**src/logic/fpt_pkg.sv**
```systemverilog
// Purpose: shared constants and types for the flash program/erase timer
// Assumes: 32-bit APB data, one aligned word per register
// Notes:   two register sets, one per flash array, 0x40 apart
package fpt_pkg;
   localparam logic [11:0] FPT_SET_STRIDE     = 12'h040;
   localparam logic [5:0]  FPT_OFF_PRESCALE   = 6'h00;
   localparam logic [5:0]  FPT_OFF_START      = 6'h04;
   localparam logic [5:0]  FPT_OFF_TRAN       = 6'h08;
   localparam logic [5:0]  FPT_OFF_PROG       = 6'h0C;
   localparam logic [5:0]  FPT_OFF_PERASE     = 6'h10;
   localparam logic [5:0]  FPT_OFF_MERASE     = 6'h14;
   localparam logic [5:0]  FPT_OFF_END        = 6'h18;
   localparam logic [5:0]  FPT_OFF_MEND       = 6'h1C;
   localparam logic [5:0]  FPT_OFF_RCV        = 6'h20;
   localparam logic [5:0]  FPT_OFF_CTRL       = 6'h24;
   localparam logic [5:0]  FPT_OFF_STATUS     = 6'h28;
   // control register fields: write of a non-zero op code while not busy starts an operation
   localparam int          FPT_CTRL_OP_LSB    = 0;
   localparam int          FPT_STAT_BUSY_BIT  = 0;
   localparam int          FPT_STAT_PH_LSB    = 4;
   localparam logic [7:0]  FPT_PRESCALE_RST   = 8'h00;
   localparam logic [15:0] FPT_COUNT_RST      = 16'hFFFF;
   localparam int          FPT_PROG_MULT_LOG2 = 3;
   localparam int          FPT_ERASE_MULT_LOG2 = 12;
   localparam int          FPT_MEND_MULT_LOG2 = 3;
   // least times and the program maximum, ns, and the cycles they need at the 10 ns clock
   localparam int          FPT_CLK_NS         = 10;
   localparam int          FPT_START_MIN_NS   = 5000;
   localparam int          FPT_TRAN_MIN_NS    = 10000;
   localparam int          FPT_PROG_MIN_NS    = 20000;
   localparam int          FPT_PROG_MAX_NS    = 40000;
   localparam int          FPT_PERASE_MIN_NS  = 20000000;
   localparam int          FPT_MERASE_MIN_NS  = 200000000;
   localparam int          FPT_END_MIN_NS     = 5000;
   localparam int          FPT_MEND_MIN_NS    = 100000;
   localparam int          FPT_RCV_MIN_NS     = 1000;
   localparam int          FPT_START_MIN_CYC  = (FPT_START_MIN_NS + FPT_CLK_NS - 1) / FPT_CLK_NS;
   localparam int          FPT_TRAN_MIN_CYC   = (FPT_TRAN_MIN_NS + FPT_CLK_NS - 1) / FPT_CLK_NS;
   localparam int          FPT_PROG_MIN_CYC   = (FPT_PROG_MIN_NS + FPT_CLK_NS - 1) / FPT_CLK_NS;
   localparam int          FPT_PROG_MAX_CYC   = FPT_PROG_MAX_NS / FPT_CLK_NS;
   localparam int          FPT_END_MIN_CYC    = (FPT_END_MIN_NS + FPT_CLK_NS - 1) / FPT_CLK_NS;
   localparam int          FPT_MEND_MIN_CYC   = (FPT_MEND_MIN_NS + FPT_CLK_NS - 1) / FPT_CLK_NS;
   localparam int          FPT_RCV_MIN_CYC    = (FPT_RCV_MIN_NS + FPT_CLK_NS - 1) / FPT_CLK_NS;
   localparam int          FPT_PERASE_MIN_CYC = (FPT_PERASE_MIN_NS + FPT_CLK_NS - 1) / FPT_CLK_NS;
   localparam int          FPT_MERASE_MIN_CYC = (FPT_MERASE_MIN_NS + FPT_CLK_NS - 1) / FPT_CLK_NS;

   typedef enum logic [1:0] {
      FPT_OP_NONE   = 2'b00,
      FPT_OP_PROG   = 2'b01,
      FPT_OP_PERASE = 2'b10,
      FPT_OP_MERASE = 2'b11
   } fpt_op_type;

   typedef enum logic [2:0] {
      FPT_PH_IDLE  = 3'b000,
      FPT_PH_START = 3'b001,
      FPT_PH_TRAN  = 3'b010,
      FPT_PH_PULSE = 3'b011,
      FPT_PH_HOLD  = 3'b100,
      FPT_PH_RCV   = 3'b101
   } fpt_phase_type;
endpackage : fpt_pkg

```
**src/logic/fpt_timer_if.sv**
```systemverilog
// Purpose: carries one array's timing values and run status between modules
// Assumes: single pclk domain
// Notes:   regs side owns the counts, sequencer side owns the busy and phase status
`timescale 1ns/10ps
`default_nettype none
interface fpt_timer_if;
   import fpt_pkg::*;
   logic [7:0]    prescale;
   logic [15:0]   cnt_start;
   logic [15:0]   cnt_tran;
   logic [15:0]   cnt_prog;
   logic [15:0]   cnt_perase;
   logic [15:0]   cnt_merase;
   logic [15:0]   cnt_end;
   logic [15:0]   cnt_mend;
   logic [15:0]   cnt_rcv;
   fpt_op_type    op_req;
   logic          op_go;
   logic          busy;
   fpt_phase_type phase;
   modport regs (output prescale, cnt_start, cnt_tran, cnt_prog, cnt_perase, cnt_merase,
                 cnt_end, cnt_mend, cnt_rcv, op_req, op_go, input busy, phase);
   modport seq  (input prescale, cnt_start, cnt_tran, cnt_prog, cnt_perase, cnt_merase,
                 cnt_end, cnt_mend, cnt_rcv, op_req, op_go, output busy, phase);
endinterface : fpt_timer_if
`default_nettype wire

```
**src/logic/fpt_sequencer.sv**
```systemverilog
// Purpose: runs one flash array's program/erase phase sequence
// Assumes: counts stable while busy
// Notes:   one prescaler and one down-counter shared by all phases
`timescale 1ns/10ps
`default_nettype none
module fpt_sequencer
   import fpt_pkg::*;
(
   input  wire logic   pclk,
   input  wire logic   presetn,
   fpt_timer_if.seq    tif,
   output logic        prog_en,
   output logic        erase_en,
   output logic        storage_strobe,
   output logic        access_ready
);
   fpt_phase_type phase_reg;
   fpt_op_type    op_reg;
   logic [7:0]    pre_reg;
   logic [27:0]   cnt_reg;
   logic          tick;
   logic [27:0]   load_val;

   assign tick = (pre_reg == 8'h00);

   // ticks for the next phase; multipliers are shifts of (count + 1)
   always_comb begin
      load_val = 28'h0000000;
      case (phase_reg)
         FPT_PH_START: load_val = {12'h000, tif.cnt_tran};
         FPT_PH_TRAN: begin
            if (op_reg == FPT_OP_PROG)
               load_val = ({12'h000, tif.cnt_prog} << FPT_PROG_MULT_LOG2)
                          + 28'h0000007;
            else if (op_reg == FPT_OP_PERASE)
               load_val = ({12'h000, tif.cnt_perase} << FPT_ERASE_MULT_LOG2)
                          + 28'h0000FFF;
            else
               load_val = ({12'h000, tif.cnt_merase} << FPT_ERASE_MULT_LOG2)
                          + 28'h0000FFF;
         end
         FPT_PH_PULSE: begin
            if (op_reg == FPT_OP_MERASE)
               load_val = ({12'h000, tif.cnt_mend} << FPT_MEND_MULT_LOG2)
                          + 28'h0000007;
            else
               load_val = {12'h000, tif.cnt_end};
         end
         FPT_PH_HOLD: load_val = {12'h000, tif.cnt_rcv};
         default: load_val = 28'h0000000;
      endcase
   end

   // prescaler restarts with each phase so every phase is a whole tick count
   always_ff @(posedge pclk or negedge presetn) begin
      if (!presetn)
         pre_reg <= FPT_PRESCALE_RST;
      else if (phase_reg == FPT_PH_IDLE || tick)
         pre_reg <= tif.prescale;
      else
         pre_reg <= pre_reg - 8'h01;
   end

   always_ff @(posedge pclk or negedge presetn) begin
      if (!presetn) begin
         phase_reg <= FPT_PH_IDLE;
         op_reg    <= FPT_OP_NONE;
         cnt_reg   <= 28'h0000000;
      end else begin
         case (phase_reg)
            FPT_PH_IDLE: begin
               if (tif.op_go && tif.op_req != FPT_OP_NONE) begin
                  op_reg    <= tif.op_req;
                  cnt_reg   <= {12'h000, tif.cnt_start};
                  phase_reg <= FPT_PH_START;
               end
            end
            default: begin
               if (tick) begin
                  if (cnt_reg == 28'h0000000) begin
                     cnt_reg <= load_val;
                     case (phase_reg)
                        FPT_PH_START: phase_reg <= FPT_PH_TRAN;
                        FPT_PH_TRAN:  phase_reg <= FPT_PH_PULSE;
                        FPT_PH_PULSE: phase_reg <= FPT_PH_HOLD;
                        FPT_PH_HOLD:  phase_reg <= FPT_PH_RCV;
                        default:      phase_reg <= FPT_PH_IDLE;
                     endcase
                  end else
                     cnt_reg <= cnt_reg - 28'h0000001;
               end
            end
         endcase
      end
   end

   // program/erase line stays high from setup through the pulse; strobe from
   // transition setup through hold, so it falls as recovery starts
   always_ff @(posedge pclk or negedge presetn) begin
      if (!presetn) begin
         prog_en        <= 1'b0;
         erase_en       <= 1'b0;
         storage_strobe <= 1'b0;
      end else begin
         prog_en        <= (phase_next_in(phase_reg) && op_reg == FPT_OP_PROG);
         erase_en       <= (phase_next_in(phase_reg) && op_reg != FPT_OP_PROG
                            && op_reg != FPT_OP_NONE);
         storage_strobe <= (phase_reg == FPT_PH_TRAN || phase_reg == FPT_PH_PULSE
                            || phase_reg == FPT_PH_HOLD);
      end
   end

   function automatic logic phase_next_in(input fpt_phase_type p);
      phase_next_in = (p == FPT_PH_START || p == FPT_PH_TRAN || p == FPT_PH_PULSE);
   endfunction : phase_next_in

   assign access_ready = (phase_reg == FPT_PH_IDLE);
   assign tif.busy     = (phase_reg != FPT_PH_IDLE);
   assign tif.phase    = phase_reg;
endmodule : fpt_sequencer
`default_nettype wire

```
**src/logic/fpt_flash_timer.sv**
```systemverilog
// Purpose: APB-programmed timing sequencer for flash program and erase
// Assumes: pclk at 100 MHz, software never writes timing counts while busy
// Notes:   set 0 times the program array, set 1 the data array
//
// Our own choices: register access over APB and the register offsets.
`timescale 1ns/10ps
`default_nettype none
// Overview of operation
// - program/erase to strobe lasts (prescale+1)*(start+1) clocks, at least 5 us
// - strobe to pulse lasts (prescale+1)*(transition+1) clocks, at least 10 us
// - program pulse lasts (prescale+1)*8*(program+1) clocks, 20 to 40 us
// - page erase pulse lasts (prescale+1)*4096*(page erase+1), at least 20 ms
// - array erase pulse lasts (prescale+1)*4096*(array erase+1), at least 200 ms
// - strobe held (prescale+1)*(end+1) clocks after program or page erase
// - strobe held (prescale+1)*8*(array end+1) clocks after array erase
// - recovery (prescale+1)*(recovery+1)-1 clocks after strobe drops, before next access
// - two independent register sets, one per flash array
module fpt_flash_timer
   import fpt_pkg::*;
#(
   parameter int NUM_ARRAYS = 2
)(
   input  wire logic                  pclk,
   input  wire logic                  presetn,
   input  wire logic                  psel,
   input  wire logic                  penable,
   input  wire logic                  pwrite,
   input  wire logic [11:0]           paddr,
   input  wire logic [31:0]           pwdata,
   output logic      [31:0]           prdata,
   output logic                       pready,
   output logic                       pslverr,
   output logic      [NUM_ARRAYS-1:0] prog_en,
   output logic      [NUM_ARRAYS-1:0] erase_en,
   output logic      [NUM_ARRAYS-1:0] storage_strobe,
   output logic      [NUM_ARRAYS-1:0] access_ready
);
   logic                  wr_en;
   logic                  rd_en;
   logic                  addr_ok;
   logic [31:0]           rd_mux;
   logic [31:0]           rd_set [NUM_ARRAYS];

   function automatic logic [5:0] reg_off(input logic [11:0] a);
      reg_off = a[5:0];
   endfunction : reg_off

   function automatic int set_of(input logic [11:0] a);
      set_of = int'(a[11:6]);
   endfunction : set_of

   assign addr_ok = (set_of(paddr) < NUM_ARRAYS) && (paddr[1:0] == 2'b00)
                    && (reg_off(paddr) <= FPT_OFF_STATUS);
   assign wr_en   = psel && penable && pwrite;
   assign rd_en   = psel && !penable && !pwrite;
   assign pready  = 1'b1;
   assign pslverr = psel && penable && !addr_ok;

   genvar g;
   generate
      for (g = 0; g < NUM_ARRAYS; g++) begin : g_set
         fpt_timer_if tif ();
         logic [7:0]  pre_reg;
         logic [15:0] cnt_reg [8];
         logic        go_reg;
         fpt_op_type  op_reg;
         logic        hit;

         assign hit = wr_en && addr_ok && (set_of(paddr) == g);

         always_ff @(posedge pclk or negedge presetn) begin
            if (!presetn)
               pre_reg <= FPT_PRESCALE_RST;
            else if (hit && reg_off(paddr) == FPT_OFF_PRESCALE)
               pre_reg <= pwdata[7:0];
         end

         for (genvar k = 0; k < 8; k++) begin : g_cnt
            always_ff @(posedge pclk or negedge presetn) begin
               if (!presetn)
                  cnt_reg[k] <= FPT_COUNT_RST;
               else if (hit && reg_off(paddr) == 6'(FPT_OFF_START + 6'(4 * k)))
                  cnt_reg[k] <= pwdata[15:0];
            end
         end

         // start is a one-cycle pulse; control writes while busy are dropped
         always_ff @(posedge pclk or negedge presetn) begin
            if (!presetn) begin
               go_reg <= 1'b0;
               op_reg <= FPT_OP_NONE;
            end else begin
               go_reg <= hit && reg_off(paddr) == FPT_OFF_CTRL && !tif.busy;
               if (hit && reg_off(paddr) == FPT_OFF_CTRL && !tif.busy)
                  op_reg <= fpt_op_type'(pwdata[FPT_CTRL_OP_LSB +: 2]);
            end
         end

         assign tif.prescale   = pre_reg;
         assign tif.cnt_start  = cnt_reg[0];
         assign tif.cnt_tran   = cnt_reg[1];
         assign tif.cnt_prog   = cnt_reg[2];
         assign tif.cnt_perase = cnt_reg[3];
         assign tif.cnt_merase = cnt_reg[4];
         assign tif.cnt_end    = cnt_reg[5];
         assign tif.cnt_mend   = cnt_reg[6];
         assign tif.cnt_rcv    = cnt_reg[7];
         assign tif.op_req     = op_reg;
         assign tif.op_go      = go_reg;

         fpt_sequencer u_seq (
            .pclk           (pclk),
            .presetn        (presetn),
            .tif            (tif),
            .prog_en        (prog_en[g]),
            .erase_en       (erase_en[g]),
            .storage_strobe (storage_strobe[g]),
            .access_ready   (access_ready[g])
         );

         always_comb begin
            rd_set[g] = 32'h00000000;
            case (reg_off(paddr))
               FPT_OFF_PRESCALE: rd_set[g] = {24'h000000, pre_reg};
               FPT_OFF_CTRL:     rd_set[g] = {30'h00000000, op_reg};
               FPT_OFF_STATUS:   rd_set[g] = {25'h0000000, tif.phase, 3'b000, tif.busy};
               default: begin
                  if (reg_off(paddr) >= FPT_OFF_START && reg_off(paddr) <= FPT_OFF_RCV)
                     rd_set[g] = {16'h0000, cnt_reg[3'(reg_off(paddr) >> 2) - 3'h1]};
               end
            endcase
         end
      end
   endgenerate

   always_comb begin
      rd_mux = 32'h00000000;
      for (int i = 0; i < NUM_ARRAYS; i++) begin
         if (set_of(paddr) == i)
            rd_mux = rd_set[i];
      end
   end

   // read data is captured in setup so it is a flop during the access phase
   always_ff @(posedge pclk or negedge presetn) begin
      if (!presetn)
         prdata <= 32'h00000000;
      else if (rd_en)
         prdata <= addr_ok ? rd_mux : 32'h00000000;
   end
endmodule : fpt_flash_timer
`default_nettype wire

```
**config.mk**
```make
export PLATFORM = sky130hd
export DESIGN_NAME = fpt_flash_timer
export DESIGN_NICKNAME = d
export VERILOG_FILES = /design/src/logic/fpt_pkg.sv /design/src/logic/fpt_timer_if.sv /design/src/logic/fpt_sequencer.sv /design/src/logic/fpt_flash_timer.sv
export SDC_FILE = /design/constraint.sdc
export NUM_CORES = 1
export LEC_CHECK = 0
export CAP_MARGIN = 20
export CORE_MARGIN = 2
export CORE_UTILIZATION = 55
export DETAILED_ROUTE_END_ITERATION = 12
export DONT_BUFFER_PORTS = 1
export PLACE_DENSITY = 0.76
export SYNTH_ARGS = -nofsm -noshare
export SYNTH_HDL_FRONTEND = slang
export SYNTH_HIERARCHICAL = 1
export SYNTH_SLANG_ARGS = --single-unit
export TNS_END_PERCENT = 10
```
**constraint.sdc**
```tcl
create_clock -name pclk -period 2.2 [get_ports pclk]
set_input_delay 0.22 -clock pclk [delete_from_list [all_inputs] [get_ports pclk]]
set_output_delay 0.22 -clock pclk [all_outputs]
set_load 0.02 [all_outputs]
```
# Yosys cells after proc, flatten, opt, wreduce, memory -nomap -nowiden
# Index checks and enable logic that the tools add are counted.
# op_classes
n_div,0
muxes,41
n_eq_ne,29
reduce_logical,81
order_cmp,5
multipliers,0
add_sub_neg,13
n_shift,0
bitwise_logic,1
# ops
cell,count
28-bit 2-to-1 mux,14
28-bit case mux with 4 select lines,2
"28-bit by 12-bit adder with 28-bit output, second input constant",4
16-bit 2-to-1 mux,7
16-bit binary-select mux with 3-bit select,2
32-bit case mux with 3 select lines,1
"19-bit by 3-bit adder with 20-bit output, second input constant",4
32-bit 2-to-1 mux,2
28-bit zero test,2
"28-bit by 1-bit subtractor with 28-bit output, second input constant",2
16-bit case mux with 3 select lines,1
1-bit logical AND,41
"6-bit by 5-bit == test with 1-bit output, second input constant",4
3-bit 2-to-1 mux,8
3-bit case mux with 4 select lines,2
"6-bit == test, second input constant",3
8-bit zero test,2
8-bit 2-to-1 mux,2
2-bit nonzero test,8
"8-bit by 1-bit subtractor with 8-bit output, second input constant",2
"3-bit by 2-bit == test with 1-bit output, second input constant",4
"6-bit by 4-bit == test with 1-bit output, second input constant",2
"6-bit less-or-equal comparator, second input constant",2
6-bit zero test,2
20 further kinds,47
# totals
elab_cells,207
romBits,0
reg_bits,398
output_inout_bits,42
ramBits,0
n_memories,0
latch_bits,0

# Depth between registers and ports, before layout
# logic_depth
word_depth,10
mapped_depth,11
depth_no_buf,8

# Modules after synthesis
# The synthesis kept the hierarchy.
# by_module_without_submodules
mod,n_inst,seq_area_each_um2,cells_each,area_per_inst_um2
fpt_flash_timer,1,7677.4,892,14046.0
fpt_sequencer (g_set[1].u_seq),1,1101.1,490,4032.6
fpt_sequencer (g_set[0].u_seq),1,1101.1,497,3951.3

# Worst setup path after synthesis
# OpenSTA, ideal clock, no wires.
# synth_path
path_kind,input-to-reg
from,input port paddr[2]
to,register prdata[1]
arrival_ns,2.240
cell_stages,10
setup_slack_ns,-0.163
path_buffers,4
cell_sequence,buf_4 inv_1 ha_1 buf_2 buf_2 clkbuf_1 mux4_2 mux2i_1 nor2_1 a211o_1
# synth_via
elab_chain_cells,10
word_cells_on_any_way,23
classes_between,1 x add/sub; 3 x order compare; 2 x eq/ne; 13 x mux; 1 x bitwise; 3 x reduce/logical
# synth_rtl
item,line,source
"start, declared",fpt_flash_timer.sv:28,"input wire logic [11:0] paddr,"
3-bit by 1-bit subtractor with 3-bit output,fpt_flash_timer.sv:129,"rd_set[g] = {16'h0000, cnt_reg[3'(reg_off(paddr) >> 2) - 3'h1]};"
3-bit NOT with 4-bit output (not written as such),fpt_flash_timer.sv:129,
16-bit binary-select mux with 3-bit select,fpt_flash_timer.sv:129,
16-bit 2-to-1 mux (not written as such) (2 in a row),fpt_flash_timer.sv:129,
16-bit 2-to-1 mux,fpt_flash_timer.sv:128,if (reg_off(paddr) >= FPT_OFF_START && reg_off(paddr) <= FPT_OFF_RCV)
16-bit case mux with 3 select lines,fpt_flash_timer.sv:123,case (reg_off(paddr))
16-bit 2-to-1 mux,fpt_flash_timer.sv:139,if (set_of(paddr) == i)
32-bit 2-to-1 mux,fpt_flash_timer.sv:139,
32-bit 2-to-1 mux (*),fpt_flash_timer.sv:149,prdata <= addr_ok ? rd_mux : 32'h00000000;
"end signal, assigned",fpt_flash_timer.sv:149,
"end, declared",fpt_flash_timer.sv:30,"output logic [31:0] prdata,"
# Mark *: on every way between the ends. The rest lies on a longest branch, timed or not. The select of a mux whose other input is x is not followed.
# A chain may end at the register's enable or synchronous reset.

# Worst setup path after layout
# layout_path
from,register g_set[0].u_seq.cnt_reg[1]
to,register g_set[0].u_seq.cnt_reg[15]
# layout_via
elab_chain_cells,4
word_cells_on_any_way,5
classes_between,1 x add/sub; 3 x mux; 1 x reduce/logical
# layout_rtl
item,line,source
"start, declared",fpt_sequencer.sv:20,logic [27:0] cnt_reg;
"start signal, assigned",fpt_sequencer.sv:74,"cnt_reg <= {12'h000, tif.cnt_start};"
"start signal, assigned",fpt_sequencer.sv:81,cnt_reg <= load_val;
"start signal, assigned",fpt_sequencer.sv:90,cnt_reg <= cnt_reg - 28'h0000001;
28-bit by 1-bit subtractor with 28-bit output or 28-bit zero test (tied branches),"fpt_sequencer.sv:90, fpt_sequencer.sv:80",
28-bit 2-to-1 mux (*),fpt_sequencer.sv:80,if (cnt_reg == 28'h0000000) begin
28-bit 2-to-1 mux (*),fpt_sequencer.sv:79,if (tick) begin
28-bit 2-to-1 mux (*),fpt_sequencer.sv:70,case (phase_reg)
# Marked as above.

==> summary.txt <==
placer congestion estimate: 0.943
initial antenna violation count: 3
failing checks: hold timing
commonest non-fill, non-tap cell in the layout: mux2_2
design area: 0.0253 mm^2
Final Hold Viols: 366
worst hold margin: -0.596 ns
status: finished, violations left
DP Area: 0.0235 mm^2
Period Utilization, post-route: 99.2%
Synth Register Bits: 382
die area: 0.0417 mm^2
drt pass-1 iters: 5
Peak VDD IR: 0.565 mV
crit start category: flip-flop
Post-synth EDFFs: 0
Required @ worst endpoint: 2.62 ns
Syn Inst Count: 1879
Peak Freq: 458 MHz
clk slew on worst S/H paths: 0.06 ns
Final Instance Count excl. Fillers: 2534
antenna viol nets, final: 0
skew final: 0.0145 ns
max reg flops: 56
Leak Pwr: 10.6 nW
Skew-Pair Late Insertion Delay: 0.55 ns
minimum clock period: 2.18 ns
total number of vias: 17120
syn_area_per_cell: 11.7 um^2
drc violations: 0
H-tree depth: 2
Slew HR: 32.0%
Cell Area, Synth: 0.0220 mm^2
Longest Clk Path Bufs: 3
Ports: 91
Rows: 73
Final Util: 63.8%
Ys Warns: 6
largest net degree at the start of global routing: 383
clock share of power: 43.5%
HP Class: in2async
ys async rst share: 100%
setup_tns: 0 ns
register area: 0.00988 mm^2
first-pass GRT wire length: 105000 um
ys flop type: dfstp_2
WS Path Type: reg2reg
Overflow after GRT: 0
pins over their slew limit: 0
Inst Count DP: 2439
share of post-route cells with drive strength above 1: 46.7%
clk sinks: 382
RSZ-0062 raised after global routing: true
register area share after synthesis: 44.8%
Chip Height: 204 um
number of port buffers: 0
Multi-input gate area: 0.0114 mm^2
switching pwr: 4.47 mW
nets: 2038
WL/cell: 27.1 um
crit end category: flip-flop
DR iter-0 viols: 2191
CTS tree: yes
sequential share of power: 41.4%
total CTS buffers: 41
Tightest Pin Transition: 1.02 ns
number of global-route vias before repair: 16930
CTS Root Cell: clkbuf_16
Placeable Area: 0.0396 mm^2
Synth cell types: 98
Vias/cell: 6.76
Power Internal: 12.7 mW
most frequent cells in the layout: 289 x mux2_2, 256 x dfstp_2, 151 x buf_4
hpwl dp: 46400 um
Comb pwr share: 15.1%
Hold Buf Count CTS: 18
post-place setup slack: -0.102 ns
FILL cells: 2975
Tot GR Track Use: 33.1%
Area Overhead vs Synth: 14.9%
sw frac: 26.0%
number of max-cap violations: 0
setup ws final: 0.0180 ns
Worst Path Max Fanout: 4
Power Dens Cells: 680 mW/mm^2
Total Wirelength: 68700 um
starting density of the core: 55.6%
Final setup viols: 0
die width: 204 um
Arr. time, crit path: 2.61 ns
final cells by class:
class	count	area share [%]
sequential	382	39.0
timing repair buffer	196	7.19
clock inverter	12	0.836
multi-input combinational	1320	44.9
tap	525	2.60
antenna	2	0.0198
inverter	36	0.554
clock buffer	61	4.88
repair_timing:
action                     in CTS  in global routing
hold endpoints to repair      663                382
setup buffers                   0                  2
pin swaps                       0                  8
gates resized for setup         7                 26
setup endpoints to repair      18                 51
through the flow:
stage / power [mW] / hold slack (ns)
after global routing: 17.7 / -0.625
final: 17.2 / -0.596
after CTS: 17.1 / -0.630
after floorplan: 8.83 / -0.0756
after detailed placement: 9.55 / -0.0519
after global placement: 9.53 / -0.0495
worst max-delay path, cell delays in order, from the launching register on:
cell,delay (ns)
dfrtp_1,0.38
inv_1,0.08
ha_1,0.19
nor4b_2,0.20
buf_4,0.16
and2_1,0.16
nand3_2,0.17
nor4_1,0.45
buf_4,0.20
o31ai_1,0.07
Yosys cell counts (9+ instances only):
cell / count / area share (%)
and2_1: 13 / 0.37
clkbuf_1: 68 / 1.2
nand2b_1: 15 / 0.43
buf_2: 36 / 0.82
or3_1: 14 / 0.40
nor2_1: 91 / 1.6
dfstp_2: 256 / 31
nand2_1: 98 / 1.7
mux4_2: 68 / 7.0
xor2_1: 19 / 0.76
buf_4: 38 / 1.3
o211ai_1: 10 / 0.34
ha_1: 12 / 0.68
dfrtp_1: 126 / 14
o31ai_1: 12 / 0.41
nand3_1: 25 / 0.57
a21oi_1: 64 / 1.5
nor3_1: 43 / 0.98
mux2i_1: 78 / 3.5
nor2b_1: 13 / 0.37
nor4_1: 21 / 0.60
inv_1: 34 / 0.58
a31oi_1: 11 / 0.31
a211oi_1: 9 / 0.31
o21ai_0: 95 / 2.2
and3_1: 16 / 0.45
o22ai_1: 30 / 0.85
xnor2_1: 17 / 0.68
a22oi_1: 42 / 1.4
mux2_2: 289 / 15
nand4_1: 15 / 0.43
a21o_1: 10 / 0.34
logic make-up after synthesis:
group	synth area share (%)
buffers and inverters	4.52
other	0.0341
AND/OR/NAND/NOR	11.5
XOR/XNOR	1.43
multiplexers	25.8
flip-flops	44.8
AO/OA/AOI/OAI	11.2
adder cells (fa/ha/maj)	0.682
metal layers:
metal  vias to the layer above  part of all wire [%]  track usage, %
li1                       7259                     -               -
met1                      8726                    41            48.0
met2                       961                    44            49.2
met3                       172                    10            7.41
met4                         2                   3.7            11.2
met5                         -                 0.016               0
final timing paths:
check | slack, ns | cells after the start | from | end
setup reg to reg | 0.02 | 9 | g_set[0].u_seq/cnt_reg[1] | g_set[0].u_seq/cnt_reg[15]
hold / removal | -0.60 | 0 | presetn | g_set[1].u_seq/cnt_reg[8]
hold reg to reg | 0.51 | 1 | g_set[0].u_seq/pre_reg[0] | g_set[0].u_seq/pre_reg[0]
max in group asynchronous | 2.04 | 0 | presetn | g_set[1].u_seq/cnt_reg[0]
setup / recovery | 0.02 | 9 | g_set[0].u_seq/cnt_reg[1] | g_set[0].u_seq/cnt_reg[15]
min in group pclk | 0.06 | 3 | paddr[6] | prdata[12]
power by group through the flow:
stage / clock network [mW] / registers (mW) / logic (mW)
2_1_floorplan: 0 / 7.23 / 1.60
3_3_place_gp: 0 / 7.23 / 2.30
3_5_place_dp: 0 / 7.23 / 2.32
4_1_cts: 7.54 / 7.12 / 2.46
5_1_grt: 7.84 / 7.12 / 2.77
6_report: 7.48 / 7.12 / 2.60
Note: power is estimated with default switching activity, not from simulation.
